===== config.mk =====
export PLATFORM = sky130hd
export DESIGN_NAME = cpu_bus_ctrl
export DESIGN_NICKNAME = d
export VERILOG_FILES = /design/src/inc/cpu_bus_pkg.sv /design/src/core/cpu_bus_ctrl.sv
export SDC_FILE = /design/constraint.sdc
export NUM_CORES = 1
export LEC_CHECK = 0
export ABC_AREA = 1
export BUFFER_PORTS_ARGS = -buffer_cell sky130_fd_sc_hd__buf_2
export CELL_PAD_IN_SITES_DETAIL_PLACEMENT = 0
export CELL_PAD_IN_SITES_GLOBAL_PLACEMENT = 1
export CORE_MARGIN = 3
export CORE_UTILIZATION = 30
export DETAILED_ROUTE_END_ITERATION = 6
export PLACE_DENSITY = 0.79
export SYNTH_ARGS = -nofsm -noshare
export SYNTH_HDL_FRONTEND = slang
export SYNTH_SLANG_ARGS = --single-unit

===== constraint.sdc =====
create_clock -name ref_clk -period 2.8 [get_ports ref_clk]
set_input_delay 0.14 -clock ref_clk [delete_from_list [all_inputs] [get_ports ref_clk]]
set_output_delay 0.14 -clock ref_clk [all_outputs]
set_load 0.01 [all_outputs]

===== src/inc/cpu_bus_pkg.sv =====
package cpu_bus_pkg;
  // Interrupt vectors, emulation and native
  localparam logic [23:0] NMI_VEC_EMU = 24'h00fffa;
  localparam logic [23:0] NMI_VEC_NAT = 24'h00ffea;
  localparam logic [23:0] IRQ_VEC_EMU = 24'h00fffe;
  localparam logic [23:0] IRQ_VEC_NAT = 24'h00ffee;
  // Locked tail length by accumulator width
  localparam logic [2:0] LOCK_CYC_M8 = 3'h3;
  localparam logic [2:0] LOCK_CYC_M16 = 3'h5;
  localparam logic [2:0] LOCK_NONE = 3'h0;
  // Idle level of active-low pins in the synchronisers
  localparam logic [1:0] SYNC_IDLE = 2'h3;

  // Processor activity
  typedef enum logic [1:0] {
    MODE_RUN = 2'b00,
    MODE_WAIT = 2'b01,
    MODE_STOP = 2'b10
  } mode_t;

  // Status flags from the core
  typedef struct packed {
    logic emu;      // Emulation mode
    logic m_8bit;   // Accumulator width flag, status bit 5
    logic x_8bit;   // Index width flag, status bit 4
    logic irq_dis;  // Maskable interrupt disable
  } flags_t;

  // Sequencing events from the core, one-cycle pulses except cycle_rd and rw_rd
  typedef struct packed {
    logic rmw_tail;   // Locked tail of a memory RMW begins
    logic instr_done; // Current instruction completes
    logic wai_exec;   // Wait-for-interrupt executed
    logic stp_exec;   // Stop executed
    logic cycle_rd;   // Current bus cycle is a read
    logic rw_rd;      // Direction of the next bus cycle, 1 = read
  } core_evt_t;

  // Whole state of the control block
  typedef struct packed {
    logic [1:0] phi2_sy;
    logic phi2_prev;
    logic [1:0] nmi_sy;
    logic nmi_prev;
    logic [1:0] irq_sy;
    logic [1:0] abort_sy;
    logic abort_prev;
    logic [1:0] rdy_sy;
    logic [1:0] init_sy;
    mode_t mode;
    logic nmi_pend;
    logic [2:0] lock_cnt;
    logic lock_n;
    logic mx;
    logic phi1;
    logic phi2;
    logic rw;
    logic nmi_take;
    logic irq_take;
    logic wake_cont;
    logic [23:0] vector;
    logic advance;
  } state_t;

  localparam state_t STATE_RST = '{
    phi2_sy: SYNC_IDLE, phi2_prev: 1'b1, nmi_sy: SYNC_IDLE,
    nmi_prev: 1'b1, irq_sy: SYNC_IDLE, abort_sy: SYNC_IDLE,
    abort_prev: 1'b1, rdy_sy: SYNC_IDLE, init_sy: SYNC_IDLE,
    mode: MODE_RUN, lock_cnt: LOCK_NONE, lock_n: 1'b1, phi2: 1'b1,
    rw: 1'b1, vector: NMI_VEC_EMU, default: '0
  };
endpackage


===== src/core/cpu_bus_ctrl.sv =====
module cpu_bus_ctrl (
  // Clock, reset, enable
  input wire logic ref_clk,
  input wire logic srst,
  input wire logic clk_en,
  // Core side
  input wire cpu_bus_pkg::flags_t flags,
  input wire cpu_bus_pkg::core_evt_t evt,
  input wire logic byte_bus,
  input wire logic mux_bus,
  output logic cpu_advance,
  output logic nmi_take,
  output logic irq_take,
  output logic wake_cont,
  output logic [23:0] vector,
  // Interrupt and reset pins
  input wire logic nmi_n,
  input wire logic irq_n,
  input wire logic abort_n,
  input wire logic chip_init_n,
  // Clock pins
  input wire logic phi2_in,
  output logic phi1_out,
  output logic phi2_out,
  // Bus control pins
  input wire logic bus_drive_enable,
  output logic rw_out,
  output logic rw_oe,
  output logic addr_oe,
  output logic data_oe,
  output logic rmw_lock_n,
  output logic mx_status,
  // Ready pin, two-way
  input wire logic rdy_in,
  output logic rdy_out,
  output logic rdy_oe
);

  cpu_bus_pkg::state_t st_reg; // All state
  cpu_bus_pkg::state_t st_next; // Its next value
  logic nmi_edge; // Synchronised NMI fell
  logic abort_edge; // Synchronised abort fell
  logic phi2_fall; // Synchronised phase-2 fell
  logic irq_lvl; // Request held low
  logic init_act; // Chip init held low
  logic halt; // Ready holds the core
  logic nmi_now; // NMI pending or arriving
  logic service; // Interrupt may be taken now
  logic wake; // Any wake source
  logic bus_on; // Buffers allowed to drive

  // Tail length from accumulator width
  function automatic logic [2:0] lock_len(input logic m8);
    lock_len = m8 ? cpu_bus_pkg::LOCK_CYC_M8 : cpu_bus_pkg::LOCK_CYC_M16;
  endfunction

  // Vector for a given source and mode
  function automatic logic [23:0] vec_sel(input logic nmi,
                                          input logic emu);
    if (nmi) begin
      vec_sel = emu ? cpu_bus_pkg::NMI_VEC_EMU : cpu_bus_pkg::NMI_VEC_NAT;
    end else begin
      vec_sel = emu ? cpu_bus_pkg::IRQ_VEC_EMU : cpu_bus_pkg::IRQ_VEC_NAT;
    end
  endfunction

  // Decoded conditions, pin inputs taken from second-stage flops
  always_comb begin
    nmi_edge = st_reg.nmi_prev & ~st_reg.nmi_sy[1];
    abort_edge = st_reg.abort_prev & ~st_reg.abort_sy[1];
    phi2_fall = st_reg.phi2_prev & ~st_reg.phi2_sy[1];
    irq_lvl = ~st_reg.irq_sy[1];
    init_act = ~st_reg.init_sy[1];
    // Ready ignored while chip init is held
    halt = ~st_reg.rdy_sy[1] & ~init_act &
           (~(flags.emu & byte_bus) | evt.cycle_rd);
    nmi_now = st_reg.nmi_pend | nmi_edge;
    // Waiting skips the end-of-instruction wait
    service = evt.instr_done |
              (st_reg.mode == cpu_bus_pkg::MODE_WAIT);
    wake = init_act | abort_edge | nmi_edge | irq_lvl;
  end

  // Next-state logic; frozen while clock enable is low
  always_comb begin
    st_next = st_reg;
    if (clk_en) begin
      // Two-flop synchronisers for every pin input except the bus enable
      st_next.phi2_sy = {st_reg.phi2_sy[0], phi2_in};
      st_next.nmi_sy = {st_reg.nmi_sy[0], nmi_n};
      st_next.irq_sy = {st_reg.irq_sy[0], irq_n};
      st_next.abort_sy = {st_reg.abort_sy[0], abort_n};
      st_next.rdy_sy = {st_reg.rdy_sy[0], rdy_in};
      st_next.init_sy = {st_reg.init_sy[0], chip_init_n};
      st_next.phi2_prev = st_reg.phi2_sy[1];
      st_next.nmi_prev = st_reg.nmi_sy[1];
      st_next.abort_prev = st_reg.abort_sy[1];
      // Pulses default low
      st_next.nmi_take = 1'b0;
      st_next.irq_take = 1'b0;
      st_next.wake_cont = 1'b0;
      // Core steps on each phase-2 fall unless held
      st_next.advance = phi2_fall & ~halt &
                        (st_reg.mode == cpu_bus_pkg::MODE_RUN);
      // Locked tail counts core cycles down to zero
      if (evt.rmw_tail) begin
        st_next.lock_cnt = lock_len(flags.m_8bit);
      end else if (st_reg.advance &&
                   st_reg.lock_cnt != cpu_bus_pkg::LOCK_NONE) begin
        st_next.lock_cnt = st_reg.lock_cnt - 3'h1;
      end
      st_next.lock_n =
        (st_next.lock_cnt == cpu_bus_pkg::LOCK_NONE);
      // X while phase-2 is high, M while it is low
      st_next.mx = st_reg.phi2_sy[1] ? flags.x_8bit
                                     : flags.m_8bit;
      // Clock outputs, parked when stopped
      if (st_reg.mode == cpu_bus_pkg::MODE_STOP) begin
        st_next.phi1 = 1'b0;
        st_next.phi2 = 1'b1;
      end else begin
        st_next.phi1 = ~st_reg.phi2_sy[1];
        st_next.phi2 = st_reg.phi2_sy[1];
      end
      st_next.rw = evt.rw_rd;
      // NMI wins over the maskable request
      if (nmi_now && service) begin
        st_next.nmi_take = 1'b1;
        st_next.vector = vec_sel(1'b1, flags.emu);
        // A fresh edge behind a taken one stays pending
        st_next.nmi_pend = st_reg.nmi_pend & nmi_edge;
      end else begin
        st_next.nmi_pend = nmi_now;
        if (irq_lvl && !flags.irq_dis && service) begin
          st_next.irq_take = 1'b1;
          st_next.vector = vec_sel(1'b0, flags.emu);
        end
      end
      // Activity state machine
      case (st_reg.mode)
        cpu_bus_pkg::MODE_RUN: begin
          if (evt.wai_exec) begin
            st_next.mode = cpu_bus_pkg::MODE_WAIT;
          end else if (evt.stp_exec) begin
            st_next.mode = cpu_bus_pkg::MODE_STOP;
          end
        end
        cpu_bus_pkg::MODE_WAIT: begin
          // Any wake source releases ready
          if (wake) begin
            st_next.mode = cpu_bus_pkg::MODE_RUN;
            // Masked request alone: carry on, no vector
            if (irq_lvl && flags.irq_dis && !nmi_now &&
                !abort_edge && !init_act) begin
              st_next.wake_cont = 1'b1;
            end
          end
        end
        cpu_bus_pkg::MODE_STOP: begin
          // Only chip init restarts a stopped core
          if (init_act) begin
            st_next.mode = cpu_bus_pkg::MODE_RUN;
          end
        end
        default: begin
          st_next.mode = cpu_bus_pkg::MODE_RUN;
        end
      endcase
    end
  end

  // State register
  always_ff @(posedge ref_clk) begin
    if (srst) begin
      st_reg <= cpu_bus_pkg::STATE_RST;
    end else begin
      st_reg <= st_next;
    end
  end

  // On the mux bus, bus enable gates the drivers directly: it is asynchronous, so a
  // synchroniser here would let the buffers fight for two cycles
  always_comb begin
    bus_on = ~mux_bus | bus_drive_enable;
    rw_oe = bus_on;
    addr_oe = bus_on;
    // Mux bus: address in first half, store data on writes
    data_oe = bus_on & (~st_reg.rw |
              (mux_bus & ~st_reg.phi2_sy[1]));
  end

  // Registered outputs
  assign cpu_advance = st_reg.advance;
  assign nmi_take = st_reg.nmi_take;
  assign irq_take = st_reg.irq_take;
  assign wake_cont = st_reg.wake_cont;
  assign vector = st_reg.vector;
  assign phi1_out = st_reg.phi1;
  assign phi2_out = st_reg.phi2;
  assign rw_out = st_reg.rw;
  assign rmw_lock_n = st_reg.lock_n;
  assign mx_status = st_reg.mx;
  // Ready pulled low only while waiting, never by stop
  assign rdy_out = 1'b0;
  assign rdy_oe = (st_reg.mode == cpu_bus_pkg::MODE_WAIT);
endmodule


* After elaboration in Yosys (flattened, before gate mapping)
Cells that the tools add are included.
** Word-level totals
- Register bits :: 54
- Input port bits :: 22
- Logic and storage cells :: 96
** Cells by class
- Add/sub/neg operators :: 1
- Eq/ne operators :: 5
- Mux-type cells :: 22
- Bitwise logic cells :: 29
- Reductions and logical operators :: 17
** Operators with widths (number)
- $mux W24 :: 2
- $mux W3 :: 4
- $and A1 B1 Y1 :: 11
- $mux W2 :: 5
- $mux W5 :: 2
- $not A1 Y1 :: 10
- $logic_and A1 B1 Y1 :: 8
- $mux W1 :: 8
- $or A1 B1 Y1 :: 8
- $pmux W2 S3 :: 1
- $reduce_and A4 Y1 :: 1
- $logic_not A1 Y1 :: 3
- $logic_not A3 Y1 :: 1
- $ne A3 B3 Y1 const B :: 1
- $reduce_bool A3 Y1 :: 1
- $sub A3 B1 Y3 const B :: 1
- $eq A2 B1 Y1 const B :: 1
- $eq A2 B2 Y1 const B :: 1
- $logic_not A2 Y1 :: 1
- $ne A2 B1 Y1 const B :: 1
- $ne A2 B2 Y1 const B :: 1
- $reduce_and A2 Y1 :: 1
- $reduce_bool A2 Y1 :: 1

* Logic depth before layout (Yosys ltp)
Gate-level depths: netlist (run 1).
- Depth after elaboration :: 10
- Gate-level depth with buffers :: 9
- Gate-level depth less buffers :: 9

* Least setup slack after synthesis (run 1)
No wires, ideal clock.
- Kind :: register -> register
- Start point :: register st_reg[33] (netlist name)
- End point :: register st_reg[35] (netlist name)
- Arrival time :: 1009 ps
- Required time :: 2691 ps
- Slack :: 1682 ps
- Stages on the path, launching flop included :: 9
- Path buffers :: 0
- Period minus slack after synthesis :: 1118 ps
- Cell sequence :: dfxtp_1 inv_1 ha_1 nand2_1 nand4_1 nand3_1 nand3_1 nand2_1 inv_1
** On the way
- Longest elaborated chain between the ends :: 5
- Elaborated cells on any way between the ends :: 6
- Those cells by class :: add/sub: 1; mux: 3; reduce/logical: 2
** RTL lines
- start: declaration :: RTL line cpu_bus_ctrl.sv:39 : cpu_bus_pkg::state_t st_reg;
- start signal: assignment :: RTL line cpu_bus_ctrl.sv:175 : st_reg <= cpu_bus_pkg::STATE_RST;
- start signal: assignment :: RTL line cpu_bus_ctrl.sv:177 : st_reg <= st_next;
- branches (longest 2 deep; another with $sub A3 B1 Y3)
- $mux W3 (*) :: RTL line cpu_bus_ctrl.sv:108 : end else if (st_reg.advance &&
- $mux W3 (*) :: RTL line cpu_bus_ctrl.sv:106 : if (evt.rmw_tail) begin
- $mux W3 (*) :: RTL line cpu_bus_ctrl.sv:87 : if (clk_en) begin
Every way passes the cells marked *. The select of a mux whose other input is x is not followed.
A chain may end at the register's enable or synchronous reset.

* Worst setup path in the final report (run 1)
- Start point :: register st_reg[53] (netlist name)
- End point :: output data_oe
** On the way
- Longest elaborated chain between the ends :: 4
** RTL lines
- $not A1 Y1 :: RTL line cpu_bus_ctrl.sv:189 : (mux_bus & ~st_reg.phi2_sy[1]));
- $and A1 B1 Y1 :: RTL line cpu_bus_ctrl.sv:189
- $or A1 B1 Y1 :: RTL line cpu_bus_ctrl.sv:188 : data_oe = bus_on & (~st_reg.rw |
- $and A1 B1 Y1 :: RTL line cpu_bus_ctrl.sv:188
- end: declaration :: RTL line cpu_bus_ctrl.sv:30 : output logic data_oe,
Every way passes these cells.

==> run_results.csv, run 1 <==
group,metric,value,unit
cts,path_clk_slew,70,ps
sta,setup_ws,1510,ps
layout,largest_register_ff_count,21,
sta,holdWs,59.8,ps
route,ant_nets,0,
cts,clk_latency,280,ps
placed_design,gp_congestion,0.685,
layout,layout.cells.non_filler,321,
setup_path,start_kind,"flip-flop",
sta,slew_headroom,57.7,%
power,finalPower,1.10,mW
grt,antenna_found_initial,0,
setup_path,path_cells,"inv_1 > nand2_1 > a21boi_0 > buf_2",
floorplan,io_pins,60,
cts,root_buffer,"clkbuf_8",
layout,drive_above_1_share,21.9,%
sta,tightest_slew,634,ps
cts,cts_tree,"yes",
cts,cts_inserted_buffers,5,
yosys,syn_inst,220,
sta,tns,0,ps
floorplan,die_w,79.2,microns
layout,area.growth.synth_to_final,13.9,%
yosys,synth-seq-cells,32,
route,viasPerCell,4.22,
floorplan,die_area,6280,sq um
route,wirelength,3.39,mm
yosys,synth.top_cell.area_share,39.8,%
route,vias,1356,
setup_path,slowest_delay,330,ps
floorplan,initial_utilization,31.3,%
route,dr.pass1.iters,4,
layout,layout_commonest_cell,"nand2_1",
yosys,synthesis.area,1610,sq um
sta,fmax,776,MHz
layout,final_util,35.7,%
sta,hold_violations,0,
layout,mostFrequentLayoutCells,"nand2_1, buf_2, dfxtp_1",
yosys,ys_seq_area_share,39.8,%
grt,grt-ovfl-total,0,
yosys,yosysWarnings,0,
grt,grt_max_degree,24,
yosys,netlist_top_cells_area,"dfxtp_1, buf_4, nand2_1",
placed_design,portBuffers,36,
placed_design,dpl_cell_area,1730,sq um
route,wl_per_cell,10.6,microns
placed_design,hpwlAfterDp,2.48,mm
yosys,yosysTopAreaCell,"dfxtp_1",
cts,cts.sinks,32,
power,leakage,0.926,nW
power,power.density,602,nW/um^2
cts,cts_hold_buf,0,
yosys,synth.avg_cell_area,7.31,sq um
cts,cts_max_level,2,
sta,slew_violations,0,
setup_path,crit_slowest_cell,"dfxtp_1",
setup_path,critPathCaptureType,"primary output",
setup_path,cp_data_required_time,2660,ps
setup_path,path_class,"reg -> out",
placed_design,place_inst,313,
cts,cts.path.max_buffers,2,
worst_hold_path,hold_class,"in -> reg",
run,maxCapViolations,0,
grt,grt_pass1_wl,5.52,mm
cts,cts_resized,0,
sta,rsz0062_at_grt,"false",
floorplan,coreArea,5140,sq um
sta,fin_crit_sh,46.0,%
layout,design_area,1830,sq um
power,ir_drop,221,uV
route,drt_iter0_drc,68,
route,drc,0,
floorplan,die-height,79.2,microns
setup_path,worstPathArrival,1150,ps
yosys,yosysUniqueCellTypes,25,
layout,fin_nets,274,
sta,worst_clock_skew,2.00,ps
sta,setup_viol,0,
setup_path,path_max_fanout,5,
status,status,"completed",
floorplan,row_count,26,
grt,grt_pass1_vias,1204,
cts,cts_setup_buffers,0,
grt,grt_use_total,11.3,%
placed_design,post-place-ws,1490,ps
layout,diodes,0,
sta,fin_crit,1290,ps
[worst paths after layout]
kind	slack (ps)	end	cells past startpoint	start
worst max-delay path	1510	data_oe	4	st_reg[53]
worst min register to register	460	st_reg[42]	2	st_reg[42]
worst min-delay path	60	rw_out	3	evt[0]
worst max register to register	1520	st_reg[34]	6	st_reg[33]
[synthesized netlist by cell type]
master and n:
buf_1 1, o211a_1 1, or2_2 1, nor2_1 9
ha_1 2, nor3_2 1, conb_1 2, clkbuf_1 3
inv_2 2, buf_2 4, o211ai_1 4, nor3_1 2
a211oi_1 1, nand3_1 23, dfxtp_1 32, nand3b_1 2
nand2_1 46, nand2_2 6, inv_1 18, nand4_1 3
buf_4 27, nor2_2 1, a21boi_0 2, o21ai_0 11
a21oi_1 16
[where the power goes]
part	internal [mW]	switching [mW]	total, mW
Sequential	0.486	0.0169	0.503
Combinational	0.0573	0.106	0.163
Clock	0.264	0.174	0.438
[final cells by class]
| type | instances | area [sq um] |
|---|---|---|
| clock buffers | 6 | 72.6 |
| clock inverters | 2 | 35.0 |
| fillers | 602 | 3310 |
| inverters | 20 | 75.1 |
| multi-input cells | 154 | 734 |
| flip-flops and latches | 32 | 641 |
| well taps | 70 | 87.6 |
| repair buffers | 37 | 188 |
[per-layer routing]
metal / GRT usage (%) / up-vias / wire [microns]
li1: - / 720 / -
met4: 3.09 / 0 / 32
met1: 13.9 / 590 / 1540
met5: 0 / - / 0
met3: 4.76 / 5 / 255
met2: 18.0 / 41 / 1570
[logic make-up (layout without fill, tap and decap cells)]
logic type / Yosys count / in the layout / share of synthesized area (%)
AOI/OAI and AO/OA: 35 / 35 / 12.3
other: 2 / 23 / 0.467
DFF: 32 / 32 / 39.8
and+or+nand+nor: 94 / 94 / 26.4
adders and majority gates: 2 / 2 / 1.55
buffers and inverters: 55 / 65 / 19.4
[critical path: cells and delay by family, from the launching register on]
kind / cells / cell delay, ps
AO/OA/AOI/OAI: 1 / 150
buffers and inverters: 2 / 320
flip-flops: 1 / 330
AND/OR/NAND/NOR: 1 / 70
Note: power is estimated with default switching activity, not from simulation.
==> run 2, diff against run 1 <==
==> constraint.sdc (replaced) <==
create_clock -name ref_clk -period 1.2 [get_ports ref_clk]
set_input_delay 0.06 -clock ref_clk [delete_from_list [all_inputs] [get_ports ref_clk]]
set_output_delay 0.06 -clock ref_clk [all_outputs]
set_load 0.01 [all_outputs]
==> run 2 against run 1 <==
Compared with the run above:
- clock-buffer cell count unchanged
- flip-flop and latch count unchanged
- critical path depth rose by 4
- setup slack worse by 1400 ps
- non-clock buffer count is 12 higher
- clock skew grew 2.7 ps
- critical path type is now reg -> reg
- critical endpoint is now st_reg[35]
==> run_results.csv, run 2 (synthesis gave the netlist of run 1 again) <==
group,metric,value,unit
floorplan,die_w,79.2,microns
setup_path,rrSetupSlack,80,ps
power,ir_drop,431,uV
layout,nFillCells,588,
cts,cts.sinks,32,
sta,slew_violations,0,
status,status,"completed",
placed_design,place_inst,316,
floorplan,die-height,79.2,microns
sta,setup_viol,0,
route,drc,0,
grt,grt-ovfl-total,0,
placed_design,portBuffers,36,
worst_hold_path,holdPathStages,3,
route,dr.pass1.iters,4,
floorplan,die_area,6280,sq um
floorplan,io_pins,60,
grt,grt_max_degree,24,
power,leakage,0.982,nW
grt,grt_use_total,11.5,%
cts,clk_latency,280,ps
setup_path,critPathCaptureType,"flip-flop",
grt,antenna_found_initial,0,
grt,grt_pass1_wl,5.65,mm
sta,worst_clock_skew,4.66,ps
setup_path,r2r-end,"st_reg[35]",
layout,diodes,0,
worst_hold_path,hold_start,"flags[3]",
sta,hold_violations,0,
setup_path,worstPathArrival,1310,ps
layout,layout.cells.non_filler,333,
worst_hold_path,hold_class,"in -> reg",
floorplan,coreArea,5140,sq um
route,viasPerCell,4.21,
cts,cts.path.max_buffers,2,
setup_path,cp_data_required_time,1390,ps
cts,cts_inserted_buffers,5,
route,wirelength,3.46,mm
floorplan,initial_utilization,31.3,%
layout,largest_register_ff_count,21,
route,drt_iter0_drc,46,
sta,fmax,894,MHz
layout,seqCellArea,644,sq um
setup_path,path_class,"reg -> reg",
cts,cts_max_level,2,
sta,rsz0062_at_grt,"false",
layout,mostFrequentLayoutCells,"nand2_1, buf_2, dfxtp_1",
cts,path_clk_slew,70,ps
layout,layout_commonest_cell,"nand2_1",
sta,fin_crit_sh,93.3,%
setup_path,r2r_start,"st_reg[33]",
route,ant_nets,0,
floorplan,row_count,26,
power,power.density,1330,nW/um^2
worst_hold_path,min_to,"vector[4]",
cts,cts_tree,"yes",
layout,multi_input_area,774,sq um
layout,drive_above_1_share,27.8,%
setup_path,start_kind,"flip-flop",
placed_design,gp_congestion,0.718,
run,maxCapViolations,0,
grt,grt_pass1_vias,1246,
sta,fin_crit,1120,ps
route,wl_per_cell,10.4,microns
power,finalPower,2.63,mW
setup_path,path_max_fanout,6,
cts,root_buffer,"clkbuf_8",
layout,fin_nets,286,
layout,area.growth.synth_to_final,23.5,%
route,vias,1401,
setup_path,ff2ff_path_depth,8,
placed_design,hpwlAfterDp,2.49,mm
[run 2: cell types whose count changed in the layout (fill, tap and decap cells not counted), sizes merged]
cell,delta
dlygate4sd3,+7
buf,+5
[run 2: worst max path at each step]
stage                    start         end  depth (start not counted)
floorplan           st_reg[33]  st_reg[35]                          8
global placement    st_reg[34]  st_reg[33]                          7
detailed placement  st_reg[34]  st_reg[33]                          7
CTS                 st_reg[34]  st_reg[33]                          7
global route        st_reg[34]  rmw_lock_n                          8
finish              st_reg[33]  st_reg[35]                          8
[run 2: metal layers]
| metal | vias to the layer above | global-route usage (%) | routed length, microns |
|---|---|---|---|
| met1 | 614 | 13.9 | 1580 |
| met4 | 0 | 3.61 | 34 |
| met2 | 35 | 18.7 | 1650 |
| met5 | - | 0 | 0 |
| li1 | 747 | - | - |
| met3 | 5 | 4.65 | 193 |
[run 2: worst max-delay path, cell delays in order (launching register included)]
cell     delay (ps)
dfxtp_1         320
inv_2            60
ha_4            160
nand2_4         100
nand4_1          90
nand3_1         130
nand3_1          70
nand2_1          70
inv_1            30
[run 2: power by group]
group	total [mW]	switching [mW]	leakage, nW	internal (mW)
Combinational	0.438	0.265	0.661	0.173
Clock	1.02	0.405	0.0552	0.616
Sequential	1.18	0.0404	0.265	1.14
[run 2: layout make-up]
type / instances / area share, %
Clock buffer: 6 / 3.65
Tap cell: 70 / 4.41
Clock inverter: 2 / 1.76
Timing Repair Buffer: 49 / 14.9
Multi-Input combinational cell: 154 / 39.0
Inverter: 20 / 3.90
Sequential cell: 32 / 32.4
[run 2: repair_timing]
item,in CTS,in global routing
pin swaps,0,4
hold buffers,7,0
buffers inserted,0,2
endpoints found under the hold margin,7,0
setup endpoints to repair,5,7
resized for setup,2,17
[run 2: per-stage QoR]
stage,area [sq um],TNS [ps],hold slack (ps),worst slack (ps),util (%)
2_1_floorplan,1690,0,160,82.2,-
3_3_place_gp,1750,0,271,31.1,34.0
3_5_place_dp,1750,-89.9,274,-32.9,34.0
4_1_cts,1930,-3.23,29.5,-3.23,37.5
5_1_grt,1990,0,55.1,3.65,38.7
6_report,1990,0,36.8,80.9,38.7
==> run 3, diff against run 2 <==
--- a/config.mk
+++ b/config.mk
@@ -11,6 +11,7 @@
 export CELL_PAD_IN_SITES_GLOBAL_PLACEMENT = 1
 export CORE_MARGIN = 3
 export CORE_UTILIZATION = 30
+export CTS_BUF_LIST = sky130_fd_sc_hd__clkbuf_2
 export DETAILED_ROUTE_END_ITERATION = 6
 export PLACE_DENSITY = 0.79
 export SYNTH_ARGS = -nofsm -noshare
==> run 3 against run 2 <==
Compared with the run above:
- clock skew grew 4.2 ps
- routed wire length is 2.2% higher
- setup slack lost 28 ps
- sequential power about the same
- cell area grew 1.0%
- die area stayed put
- clock power decreased by 27%
- critical endpoint is now data_oe
- largest cell class unchanged
- highest routed layer unchanged
==> run_results.csv, run 3 (synthesis gave the netlist of run 1 again) <==
group,metric,value,unit
layout,final_util,39.0,%
setup_path,path_class,"reg -> out",
status,status,"completed",
power,p_seq_share,49.4,%
route,drt_iter0_drc,68,
sta,fmax,872,MHz
route,drc,0,
grt,antenna_found_initial,0,
layout,area.growth.synth_to_final,24.7,%
placed_design,hpwlAfterDp,2.49,mm
cts,path_clk_slew,180,ps
layout,drive_above_1_share,31.1,%
sta,setup_viol,0,
cts,clk_latency,370,ps
placed_design,gp_congestion,0.718,
floorplan,die-height,79.2,microns
layout,fin_nets,290,
layout,design_area,2010,sq um
power,finalPower,2.39,mW
layout,nFillCells,584,
floorplan,coreArea,5140,sq um
setup_path,crit_start,"st_reg[53]",
power,power.density,1190,nW/um^2
run,maxCapViolations,0,
power,pwr-share-clk,31.4,%
layout,largest_register_ff_count,21,
floorplan,row_count,26,
sta,setup_ws,52.8,ps
setup_path,r2r-end,"rmw_lock_n",
setup_path,critPathCaptureType,"primary output",
floorplan,die_area,6280,sq um
cts,cts.path.max_buffers,2,
power,leakage,0.991,nW
floorplan,initial_utilization,31.3,%
power,combPwrFrac,19.3,%
sta,fin_crit,1150,ps
sta,fin_crit_sh,95.6,%
placed_design,post-place-ws,-32.9,ps
cts,root_buffer,"clkbuf_2",
setup_path,start_kind,"flip-flop",
grt,grt_max_degree,24,
power,switching_share,29.5,%
sta,worst_clock_skew,8.83,ps
placed_design,dpl_cell_area,1750,sq um
route,wirelength,3.54,mm
power,internal_power,1.68,mW
route,vias,1416,
worst_hold_path,min_to,"mx_status",
grt,grt_use_total,11.6,%
route,viasPerCell,4.20,
setup_path,rrSetupSlack,70,ps
placed_design,place_inst,316,
sta,rsz0062_at_grt,"true",
route,wl_per_cell,10.5,microns
sta,hold_violations,0,
power,p_sw,0.706,mW
layout,layout.cells.non_filler,337,
cts,cts_max_level,2,
layout,mostFrequentLayoutCells,"nand2_1, buf_2, dfxtp_1",
placed_design,portBuffers,36,
worst_hold_path,holdPathStages,5,
worst_hold_path,hold_start,"flags[1]",
cts,cts.sinks,32,
route,ant_nets,0,
floorplan,io_pins,60,
sta,tns,0,ps
setup_path,r2r_start,"st_reg[34]",
layout,diodes,0,
cts,cts_inserted_buffers,5,
setup_path,worstPathArrival,1090,ps
setup_path,path_max_fanout,2,
setup_path,ff2ff_path_depth,8,
power,ir_drop,493,uV
sta,slew_violations,0,
worst_hold_path,hold_class,"in -> reg",
grt,grt_pass1_wl,5.80,mm
sta,holdWs,15.5,ps
grt,grt-ovfl-total,0,
cts,cts_tree,"yes",
route,dr.pass1.iters,4,
floorplan,die_w,79.2,microns
grt,grt_pass1_vias,1236,
setup_path,cp_data_required_time,1140,ps
layout,layout_commonest_cell,"nand2_1",
[run 3: cell count changes in the layout (fill, tap and decap cells not counted), sizes merged]
| cell | previous run | this run |
|---|---|---|
| dlygate4sd3 | 7 | 10 |
| buf | 42 | 43 |
[run 3: repair_timing]
item,CTS,global route
resized for setup,6,23
gates cloned,0,0
setup endpoints to repair,5,10
pin swaps,0,7
setup buffers,2,1
endpoints found under the hold margin,10,0
hold buffers,10,0
[run 3: power groups by stage]
stage | Combinational, mW | Clock [mW] | Sequential, mW
2_1_floorplan | 0.327 | 0 | 1.20
3_3_place_gp | 0.389 | 0 | 1.19
3_5_place_dp | 0.393 | 0 | 1.20
4_1_cts | 0.430 | 0.759 | 1.17
5_1_grt | 0.522 | 0.801 | 1.19
6_report | 0.460 | 0.749 | 1.18
[run 3: cell type report]
cell class / instances / area [sq um] / share of cell area (%)
Inverter: 20 / 80.1 / 3.99
Clock buffer: 6 / 30.0 / 1.50
Tap cell: 70 / 87.6 / 4.36
Sequential cell: 32 / 648 / 32.3
Clock inverter: 2 / 35.0 / 1.75
Timing Repair Buffer: 53 / 333 / 16.6
Multi-Input combinational cell: 154 / 793 / 39.5
[run 3: critical path: stages, from the launching register on]
cell	delay [ps]
dfxtp_2	380
inv_4	70
nand2_2	40
a21boi_1	100
buf_2	140
[run 3: worst max-delay path by stage]
| stage | cells past startpoint | slack (ps) | end |
|---|---|---|---|
| 2_1_floorplan | 8 | 80 | st_reg[35] |
| 3_3_place_gp | 7 | 30 | st_reg[33] |
| 3_5_place_dp | 7 | -30 | st_reg[33] |
| 4_1_cts | 7 | -10 | st_reg[33] |
| 5_1_grt | 4 | -30 | data_oe |
| 6_report | 4 | 50 | data_oe |
[run 3: layer usage]
metal	wire, microns	up-vias	GRT usage [%]	share of wire, %
met5	0	-	0	0
met4	27	0	3.61	0.76
met3	198	4	3.29	5.6
met2	1630	39	18.6	46
met1	1680	616	14.9	48
li1	-	757	-	-
